$ cat src/rtl/ccsos_map.vh
// constants for the clock source and output select block
`ifndef CCSOS_MAP_VH
`define CCSOS_MAP_VH
// reference source choices
`define CCSOS_SRC_PAD 2'h0
`define CCSOS_SRC_ROUTED 2'h1
`define CCSOS_SRC_CORE 2'h2
// bit positions inside the output enable vector
`define CCSOS_OUT_GLA 0
`define CCSOS_OUT_GLB 1
`define CCSOS_OUT_YB 2
`define CCSOS_OUT_GLC 3
`define CCSOS_OUT_YC 4
// delay line shape
`define CCSOS_LINE_LEN 32
`define CCSOS_CORE_EXTRA 6'h10
// free-running gear range of the oscillator
`define CCSOS_GEAR_MIN_MHZ 40
`define CCSOS_GEAR_MAX_MHZ 250
// timing
`define CCSOS_SYS_MHZ 50
`define CCSOS_STATIC_NS 1000
`define CCSOS_STATIC_CYC ((`CCSOS_STATIC_NS * `CCSOS_SYS_MHZ) / 1000)
`define CCSOS_LOCK_EDGES 8
`endif

$ cat src/rtl/ccsos_top.v
// clock source selection, delay taps and output steering around the loop
//
// How it works
// - three global outputs, each from its own global multiplexer.
// - core-local twins follow secondary outputs with extra selectable delay.
// - core-local outputs go to local logic, no global resource.
// - enables only primary, primary+sec1 group, or primary+sec1+sec2 groups.
// - every one of five outputs has its own delay tap.
// - feedback delay advances all outputs against the reference.
// - static reference during power-up makes outputs toggle free.
// - sleep asserted disables loop, all outputs low.
// - source is single-ended pad, differential pair, routed regular pad, or core logic.
// - one single-ended pad is chosen; the others stay user pads.
// - pads one and two pair; pad three pairs with a regular pad.
// - a mux tree picks pad input or fabric clock.
// - pads not feeding a clock remain usable as user pads.
// - delay-only path may use any of nine pads.
// - loop in use accepts hardwired pads of primary mux only.
// - reference from hardwired pad, routed regular pad, or core logic.
// - routed or core reference takes an extra routing stage.
// - lock rises once reference and feedback stay aligned.
`timescale 1ns/1ps
`include "ccsos_map.vh"

module ccsos_top #(
    parameter DLY_W = 4,
    parameter LOCK_EDGES = `CCSOS_LOCK_EDGES
) (
    // clock and reset
    input wire sys_clk_i,
    input wire rst_i,
    // global pads, three per multiplexer, mux n at [3n+2:3n]
    input wire [8:0] glob_pad_i,
    // regular pads completing the second differential pair per mux
    input wire [2:0] pair_reg_n_i,
    // regular pad reaching the block through fabric routing
    input wire routed_ref_i,
    // clock made by core logic
    input wire core_clk_i,
    // outside feedback and sleep control
    input wire outside_feedback_in_i,
    input wire loop_sleep_n_i,
    // static configuration, caught while rst_i is high
    input wire [1:0] cfg_src_i,
    input wire [1:0] cfg_mux_i,
    input wire [1:0] cfg_pad_i,
    input wire cfg_diff_i,
    input wire cfg_pair_i,
    input wire cfg_loop_used_i,
    input wire cfg_ext_fb_i,
    input wire [4:0] cfg_out_en_i,
    input wire [5*DLY_W-1:0] cfg_dly_i,
    input wire [DLY_W-1:0] cfg_fb_adv_i,
    // derived clocks
    output reg primary_global_clk_out_o,
    output reg secondary1_global_clk_out_o,
    output reg secondary2_global_clk_out_o,
    output reg core1_local_clk_out_o,
    output reg core2_local_clk_out_o,
    // status
    output reg lock_o,
    output reg cfg_err_o,
    output reg [8:0] pad_user_o
);

    localparam NSYNC = 16;
    localparam TAP_W = 6;

    // configuration registers
    reg [1:0] src_q;
    reg [1:0] mux_q;
    reg [1:0] pad_q;
    reg diff_q;
    reg pair_q;
    reg loop_q;
    reg ext_fb_q;
    reg [4:0] en_q;
    reg [5*DLY_W-1:0] dly_q;
    reg [DLY_W-1:0] adv_q;

    // settings never move while running; reloaded only during reset
    always @(posedge sys_clk_i) begin
        if (rst_i) begin
            src_q <= cfg_src_i;
            mux_q <= cfg_mux_i;
            pad_q <= cfg_pad_i;
            diff_q <= cfg_diff_i;
            pair_q <= cfg_pair_i;
            loop_q <= cfg_loop_used_i;
            ext_fb_q <= cfg_ext_fb_i;
            en_q <= cfg_out_en_i;
            dly_q <= cfg_dly_i;
            adv_q <= cfg_fb_adv_i;
        end
    end

    // two-flop synchronisers for every pin-level input
    reg [NSYNC-1:0] sync1_q;
    reg [NSYNC-1:0] sync2_q;
    wire [NSYNC-1:0] raw_in;
    assign raw_in = {loop_sleep_n_i, outside_feedback_in_i, core_clk_i, routed_ref_i, pair_reg_n_i, glob_pad_i};

    always @(posedge sys_clk_i) begin
        if (rst_i) begin
            sync1_q <= 16'h0000;
            sync2_q <= 16'h0000;
        end else begin
            sync1_q <= raw_in;
            sync2_q <= sync1_q;
        end
    end

    wire awake;
    wire fb_pin;
    assign awake = sync2_q[15];
    assign fb_pin = sync2_q[14];

    // per-mux pad trio and its regular partner
    reg [2:0] trio;
    reg pair_n;
    reg se_clk;
    reg pad_clk;

    always @* begin
        case (mux_q)
            2'h0: begin
                trio = sync2_q[2:0];
                pair_n = sync2_q[9];
            end
            2'h1: begin
                trio = sync2_q[5:3];
                pair_n = sync2_q[10];
            end
            default: begin
                trio = sync2_q[8:6];
                pair_n = sync2_q[11];
            end
        endcase
        case (pad_q)
            2'h1: se_clk = trio[1];
            2'h2: se_clk = trio[2];
            default: se_clk = trio[0];
        endcase
        // differential level taken as p high and n low
        if (diff_q) begin
            pad_clk = pair_q ? (trio[2] & ~pair_n) : (trio[0] & ~trio[1]);
        end else begin
            pad_clk = se_clk;
        end
    end

    // routed and core clocks pay one extra stage over the hardwired pads
    reg route_q;
    always @(posedge sys_clk_i) begin
        if (rst_i) begin
            route_q <= 1'b0;
        end else begin
            route_q <= (src_q == `CCSOS_SRC_ROUTED) ? sync2_q[12] : sync2_q[13];
        end
    end

    wire ref_clk;
    assign ref_clk = (src_q == `CCSOS_SRC_PAD) ? pad_clk : route_q;

    // illegal groupings or a foreign pad feeding the loop
    wire grp_bad;
    wire pad_bad;
    wire sec1_any;
    wire sec2_any;
    assign sec1_any = en_q[`CCSOS_OUT_GLB] | en_q[`CCSOS_OUT_YB];
    assign sec2_any = en_q[`CCSOS_OUT_GLC] | en_q[`CCSOS_OUT_YC];
    assign grp_bad = ~en_q[`CCSOS_OUT_GLA] | (sec2_any & ~sec1_any);
    assign pad_bad = loop_q & (src_q == `CCSOS_SRC_PAD) & (mux_q != 2'h0);
    wire cfg_bad;
    assign cfg_bad = grp_bad | pad_bad | (src_q == 2'h3) | (mux_q == 2'h3) | (pad_q == 2'h3);

    // reference edge watch; a quiet reference lets the oscillator run free
    reg ref_prev_q;
    reg [15:0] quiet_q;
    reg osc_q;
    wire ref_rise;
    wire stale;
    assign ref_rise = ref_clk & ~ref_prev_q;
    assign stale = (quiet_q >= `CCSOS_STATIC_CYC);

    always @(posedge sys_clk_i) begin
        if (rst_i) begin
            ref_prev_q <= 1'b0;
            quiet_q <= 16'h0000;
            osc_q <= 1'b0;
        end else begin
            ref_prev_q <= ref_clk;
            if (ref_clk != ref_prev_q) begin
                quiet_q <= 16'h0000;
            end else if (!stale) begin
                quiet_q <= quiet_q + 16'h0001;
            end
            // half the system rate stands in for the 40..250 MHz gear
            osc_q <= stale & ~osc_q;
        end
    end

    // loop source: delay-only path passes the reference straight on
    wire loop_src;
    assign loop_src = (loop_q & stale) ? osc_q : ref_clk;

    // shared delay line; each output picks its own tap
    reg [`CCSOS_LINE_LEN-1:0] line_q;
    always @(posedge sys_clk_i) begin
        if (rst_i || !awake) begin
            line_q <= 32'h00000000;
        end else begin
            line_q <= {line_q[`CCSOS_LINE_LEN-2:0], loop_src};
        end
    end

    wire [4:0] tap_val;
    genvar gi;
    generate
        for (gi = 0; gi < 5; gi = gi + 1) begin : g_tap
            wire [TAP_W-1:0] base;
            wire [TAP_W-1:0] adv;
            wire [TAP_W-1:0] tap;
            // core twins reach further down the line
            assign base = {{(TAP_W-DLY_W){1'b0}}, dly_q[gi*DLY_W +: DLY_W]} +
                ((gi == `CCSOS_OUT_YB || gi == `CCSOS_OUT_YC) ? `CCSOS_CORE_EXTRA : 6'h00);
            assign adv = loop_q ? {{(TAP_W-DLY_W){1'b0}}, adv_q} : 6'h00;
            assign tap = (adv > base) ? 6'h00 : (base - adv);
            assign tap_val[gi] = line_q[tap[4:0]];
        end
    endgenerate

    // outputs: own flop per global mux and per core-local twin
    wire run;
    assign run = awake & ~cfg_bad;

    always @(posedge sys_clk_i) begin
        if (rst_i) begin
            primary_global_clk_out_o <= 1'b0;
            secondary1_global_clk_out_o <= 1'b0;
            secondary2_global_clk_out_o <= 1'b0;
            core1_local_clk_out_o <= 1'b0;
            core2_local_clk_out_o <= 1'b0;
            cfg_err_o <= 1'b0;
        end else begin
            primary_global_clk_out_o <= run & en_q[`CCSOS_OUT_GLA] & tap_val[`CCSOS_OUT_GLA];
            secondary1_global_clk_out_o <= run & en_q[`CCSOS_OUT_GLB] & tap_val[`CCSOS_OUT_GLB];
            secondary2_global_clk_out_o <= run & en_q[`CCSOS_OUT_GLC] & tap_val[`CCSOS_OUT_GLC];
            // local twins never touch a global network
            core1_local_clk_out_o <= run & en_q[`CCSOS_OUT_YB] & tap_val[`CCSOS_OUT_YB];
            core2_local_clk_out_o <= run & en_q[`CCSOS_OUT_YC] & tap_val[`CCSOS_OUT_YC];
            cfg_err_o <= cfg_bad;
        end
    end

    // feedback compare: internal uses the primary tap, else the pin
    wire fb_clk;
    assign fb_clk = ext_fb_q ? fb_pin : tap_val[`CCSOS_OUT_GLA];
    reg fb_prev_q;
    reg fb_seen_q;
    reg [7:0] lock_cnt_q;
    wire fb_rise;
    wire lock_ok;
    assign fb_rise = fb_clk & ~fb_prev_q;
    assign lock_ok = loop_q & run & ~stale;

    // a feedback edge in the same cycle as the reference edge still counts
    always @(posedge sys_clk_i) begin
        if (rst_i || !lock_ok) begin
            fb_prev_q <= 1'b0;
            fb_seen_q <= 1'b0;
            lock_cnt_q <= 8'h00;
            lock_o <= 1'b0;
        end else begin
            fb_prev_q <= fb_clk;
            if (ref_rise) begin
                fb_seen_q <= 1'b0;
                if (fb_seen_q | fb_rise) begin
                    if (lock_cnt_q != LOCK_EDGES[7:0]) begin
                        lock_cnt_q <= lock_cnt_q + 8'h01;
                    end
                end else begin
                    lock_cnt_q <= 8'h00;
                end
            end else if (fb_rise) begin
                fb_seen_q <= 1'b1;
            end
            lock_o <= (lock_cnt_q == LOCK_EDGES[7:0]);
        end
    end

    // pads not carrying the clock are handed back as user pads
    reg [2:0] used_trio;
    reg [8:0] used_pads;
    always @* begin
        if (diff_q) begin
            used_trio = pair_q ? 3'h4 : 3'h3;
        end else begin
            case (pad_q)
                2'h1: used_trio = 3'h2;
                2'h2: used_trio = 3'h4;
                default: used_trio = 3'h1;
            endcase
        end
        case (mux_q)
            2'h0: used_pads = {6'h00, used_trio};
            2'h1: used_pads = {3'h0, used_trio, 3'h0};
            default: used_pads = {used_trio, 6'h00};
        endcase
        if (src_q != `CCSOS_SRC_PAD) begin
            used_pads = 9'h000;
        end
    end

    always @(posedge sys_clk_i) begin
        if (rst_i) begin
            pad_user_o <= 9'h1ff;
        end else begin
            pad_user_o <= ~used_pads;
        end
    end

endmodule

$ cat config.mk
export PLATFORM = sky130hd
export DESIGN_NAME = ccsos_top
export DESIGN_NICKNAME = d
export VERILOG_FILES = /design/src/rtl/ccsos_top.v
export VERILOG_INCLUDE_DIRS = /design/src /design/src/rtl
export SDC_FILE = /design/constraint.sdc
export NUM_CORES = 1
export LEC_CHECK = 0
export ABC_AREA = 0
export BUFFER_PORTS_ARGS = -buffer_cell sky130_fd_sc_hd__buf_2
export CAP_MARGIN = 20
export CORE_AREA = 2 2 131 133
export CTS_BUF_LIST = sky130_fd_sc_hd__clkbuf_4 sky130_fd_sc_hd__clkbuf_8 sky130_fd_sc_hd__clkbuf_16
export DETAILED_ROUTE_END_ITERATION = 8
export DIE_AREA = 0 0 133 135
export SETUP_SLACK_MARGIN = 0.1
export SLEW_MARGIN = 0
export SYNTH_ARGS = -nofsm -noshare
export SYNTH_HDL_FRONTEND = slang
export SYNTH_SLANG_ARGS = --single-unit
$ cat constraint.sdc
create_clock -name sys_clk_i -period 4.81 [get_ports sys_clk_i]
set_clock_uncertainty 0.2 [all_clocks]
set_input_delay 0.962 -clock sys_clk_i [delete_from_list [all_inputs] [get_ports sys_clk_i]]
set_output_delay 0.962 -clock sys_clk_i [all_outputs]
set_load 0.01 [all_outputs]
==> results.py <==
metrics = {
    "status": {
        "status": "finished clean",
    },
    "yosys": {
        "ys_ff_latch": 148,
        "async_flop_share": 0,
        "yosysWarnings": 0,
        "syn-instance-count": 639,
        "ys.flop_type": "dfxtp_1",
        "synth.distinct_cells": 63,
        "ys_seq_area_frac": 0.462,
        "syn_area_per_cell_um2": 11.4,
        "synth.area.top_cells": "dfxtp_1 (30%), edfxtp_1 (16%), mux4_2 (11%)",
        "syn_area_um2": 7260,
        "syn_nets": 729,
        "yosys.area.top_type_share": 0.301,
        "yosys.area.top_type": "dfxtp_1",
        "synth_edf_count": 39,
    },
    "timing": {
        "finalSetupViolCount": 0,
        "tns_ns": 0,
        "rsz0062_at_grt": "false",
        "worst_pin_slew_ns": 0.844,
        "fmax_mhz": 233,
        "slew_violations": 0,
        "fin_crit_sh": 0.891,
        "relSlewSlack": 0.437,
        "hold_violations": 0,
        "min_period_ns": 4.28,
    },
    "die": {
        "die-area_um2": 18000,
        "die-width_um": 133,
        "die_h_um": 135,
        "start_util": 0.442,
        "fp-row-count": 47,
        "ioPinCount": 73,
        "core_um2": 16400,
    },
    "place": {
        "dp_hpwl_um": 12000,
        "io_buffers": 72,
        "place.gp.congestion": 0.909,
    },
    "power_and_ir_drop": {
        "leakagePower_nw": 3.36,
        "clockPowerShare": 0.411,
        "p_sw_uw": 874,
        "powerDensity_nw_per_um2": 373,
        "vdd_drop_max_mv": 0.248,
        "comb_power_share": 0.155,
        "seq_power_share": 0.434,
        "swShare": 0.278,
        "p_int_mw": 2.27,
    },
    "drt": {
        "vias": 5142,
        "drc": 0,
        "postRouteAntennaNets": 0,
        "drtPass1Iterations": 4,
        "wl_per_cell_um": 17.5,
        "drt-initial-drc-count": 262,
        "wirelength_um": 16500,
        "via_per_inst": 5.44,
    },
    "clock_tree": {
        "ctsHoldBuffers": 0,
        "cts-resized-gates": 0,
        "cts_htree_levels": 4,
        "postCtsSetupBuffers": 0,
        "clock_latency_ns": 0.42,
        "clk_pin_slew_ns": 0.07,
        "cts_tree": "built",
        "numCtsBuffers": 17,
        "cts.path.max_buffers": 2,
        "clock-sinks": 148,
        "cts-root-buf": "clkbuf_16",
    },
    "min_path": {
        "hold_class": "reg -> reg",
        "hold_start": "osc_q$_SDFF_PP0_",
    },
    "setup_path": {
        "worstPathRequired_ns": 4.91,
        "cp-start-kind": "flip-flop",
        "path_class": "reg -> reg",
        "end_kind": "flip-flop",
        "critPathLaunch": "loop_q$_DFFE_PP_",
        "arrival_ns": 4.38,
        "timing.rr.start": "loop_q$_DFFE_PP_",
        "path_max_fanout": 12,
    },
    "cells_and_area": {
        "drive_gt1_frac": 0.231,
        "n_antenna_cell": 0,
        "layout.nets": 803,
        "syn2layout_area_growth_pct": 16.2,
        "post-route-util": 0.514,
        "most-common-layout-cells": "dfxtp_1 (109), buf_2 (72), nand2_1 (48)",
        "final_common_cell": "dfxtp_1",
    },
    "global_routing": {
        "grt_max_degree": 78,
        "antenna_found_initial": 0,
        "grt_pass1_wl_um": 26500,
        "overflow": 0,
        "groute.usage.overall": 0.192,
        "grt_pass1_vias": 5153,
    },
    "job": {
        "max_cap_violations": 0,
    },
}
-- routing by layer --
| layer | GRT usage | vias up | part of all wire |
|---|---|---|---|
| met1 | 0.241 | 2493 | 0.44 |
| met3 | 0.0428 | 26 | 0.052 |
| met5 | 0 | - | 0 |
| li1 | - | 2474 | - |
| met2 | 0.330 | 149 | 0.49 |
| met4 | 0.0651 | 0 | 0.020 |
-- through the flow --
step | cell area (µm²) | total power [mW] | hold WS [ns] | instances | setup WS (ns)
floorplan | 7260 | 1.73 | 0.197 | 639 | 0.584
global placement | 7830 | 1.86 | 0.205 | 911 | 0.635
detailed placement | 7830 | 1.87 | 0.211 | 911 | 0.461
CTS | 8410 | 3.17 | 0.221 | 943 | 0.429
global route | 8430 | 3.28 | 0.229 | 946 | 0.256
finish | 8430 | 3.14 | 0.219 | 946 | 0.525
-- cell type report --
type	instances	area [µm²]
fill	1452	7980
multi-input combinational	435	3690
sequential	148	3350
clock buffer	18	433
timing repair buffer	80	420
tap	220	275
clock inverter	14	143
inverter	31	116
-- power groups by stage --
stage | registers [mW] | clock network [mW] | logic (mW)
after floorplan | 1.37 | 0 | 0.358
after global routing | 1.37 | 1.38 | 0.533
final | 1.36 | 1.29 | 0.488
after global placement | 1.39 | 0 | 0.473
after detailed placement | 1.39 | 0 | 0.481
after CTS | 1.36 | 1.32 | 0.484
-- cell usage after synthesis (all sizes together) (2+ instances only) --
master / number
fa: 3
nor3b: 2
edfxtp: 39
nor2b: 41
xor2: 8
clkbuf: 16
and3: 8
nand4: 10
mux2: 9
a31oi: 3
nand2b: 8
ha: 30
mux4: 36
a21boi: 5
inv: 31
dfxtp: 109
and3b: 3
o31ai: 2
nor2: 26
o21ai: 19
o22ai: 4
nor3: 5
a211oi: 4
nand3: 13
o311a: 4
or2: 2
a21oi: 19
a41o: 2
mux2i: 22
buf: 9
xnor2: 9
o2bb2ai: 2
o211ai: 3
maj3: 7
and2: 45
nand2: 48
nor4: 2
o311ai: 14
-- registers in the layout (all words and copies together) (netlist names), 2 cells and up --
name	flops
pad_user_o	9
sync1_q	16
src_q	2
sync2_q	16
adv_q	4
lock_cnt_q	8
pad_q	2
quiet_q	16
en_q	5
dly_q	20
line_q	32
mux_q	2
-- worst max-delay path: stages, from the launching register on --
cell	delay [ns]
edfxtp_1	0.52
nand2_1	0.25
inv_1	0.13
ha_1	0.52
nand3_1	0.13
o21ai_1	0.16
and3_1	0.33
and2_1	0.29
mux2_1	0.35
a211oi_1	0.22
and4bb_1	0.29
mux2i_1	0.30
o21bai_4	0.17
nand4_4	0.18
o311ai_2	0.12
-- cells by family (layout without fill, tap and decap cells) --
| family | count (synthesis) | after routing | share of synthesized area |
|---|---|---|---|
| AOI/OAI and AO/OA | 92 | 92 | 0.0969 |
| xor gates and xnor gates | 17 | 17 | 0.0205 |
| muxes | 67 | 67 | 0.156 |
| DFF | 148 | 148 | 0.462 |
| and+or+nand+nor | 219 | 219 | 0.165 |
| adders and majority gates | 40 | 40 | 0.0696 |
| buffers and inverters | 56 | 143 | 0.0295 |
-- worst paths after layout --
| kind | end | slack, ns | cells after the start |
|---|---|---|---|
| setup / recovery | lock_cnt_q[5]$_SDFFE_PP0P_ | 0.53 | 14 |
| hold / removal | osc_q$_SDFF_PP0_ | 0.22 | 1 |
| setup reg to reg | lock_cnt_q[5]$_SDFFE_PP0P_ | 0.53 | 14 |
| hold reg to reg | osc_q$_SDFF_PP0_ | 0.22 | 1 |
Power figures use the tool's default switching activity.
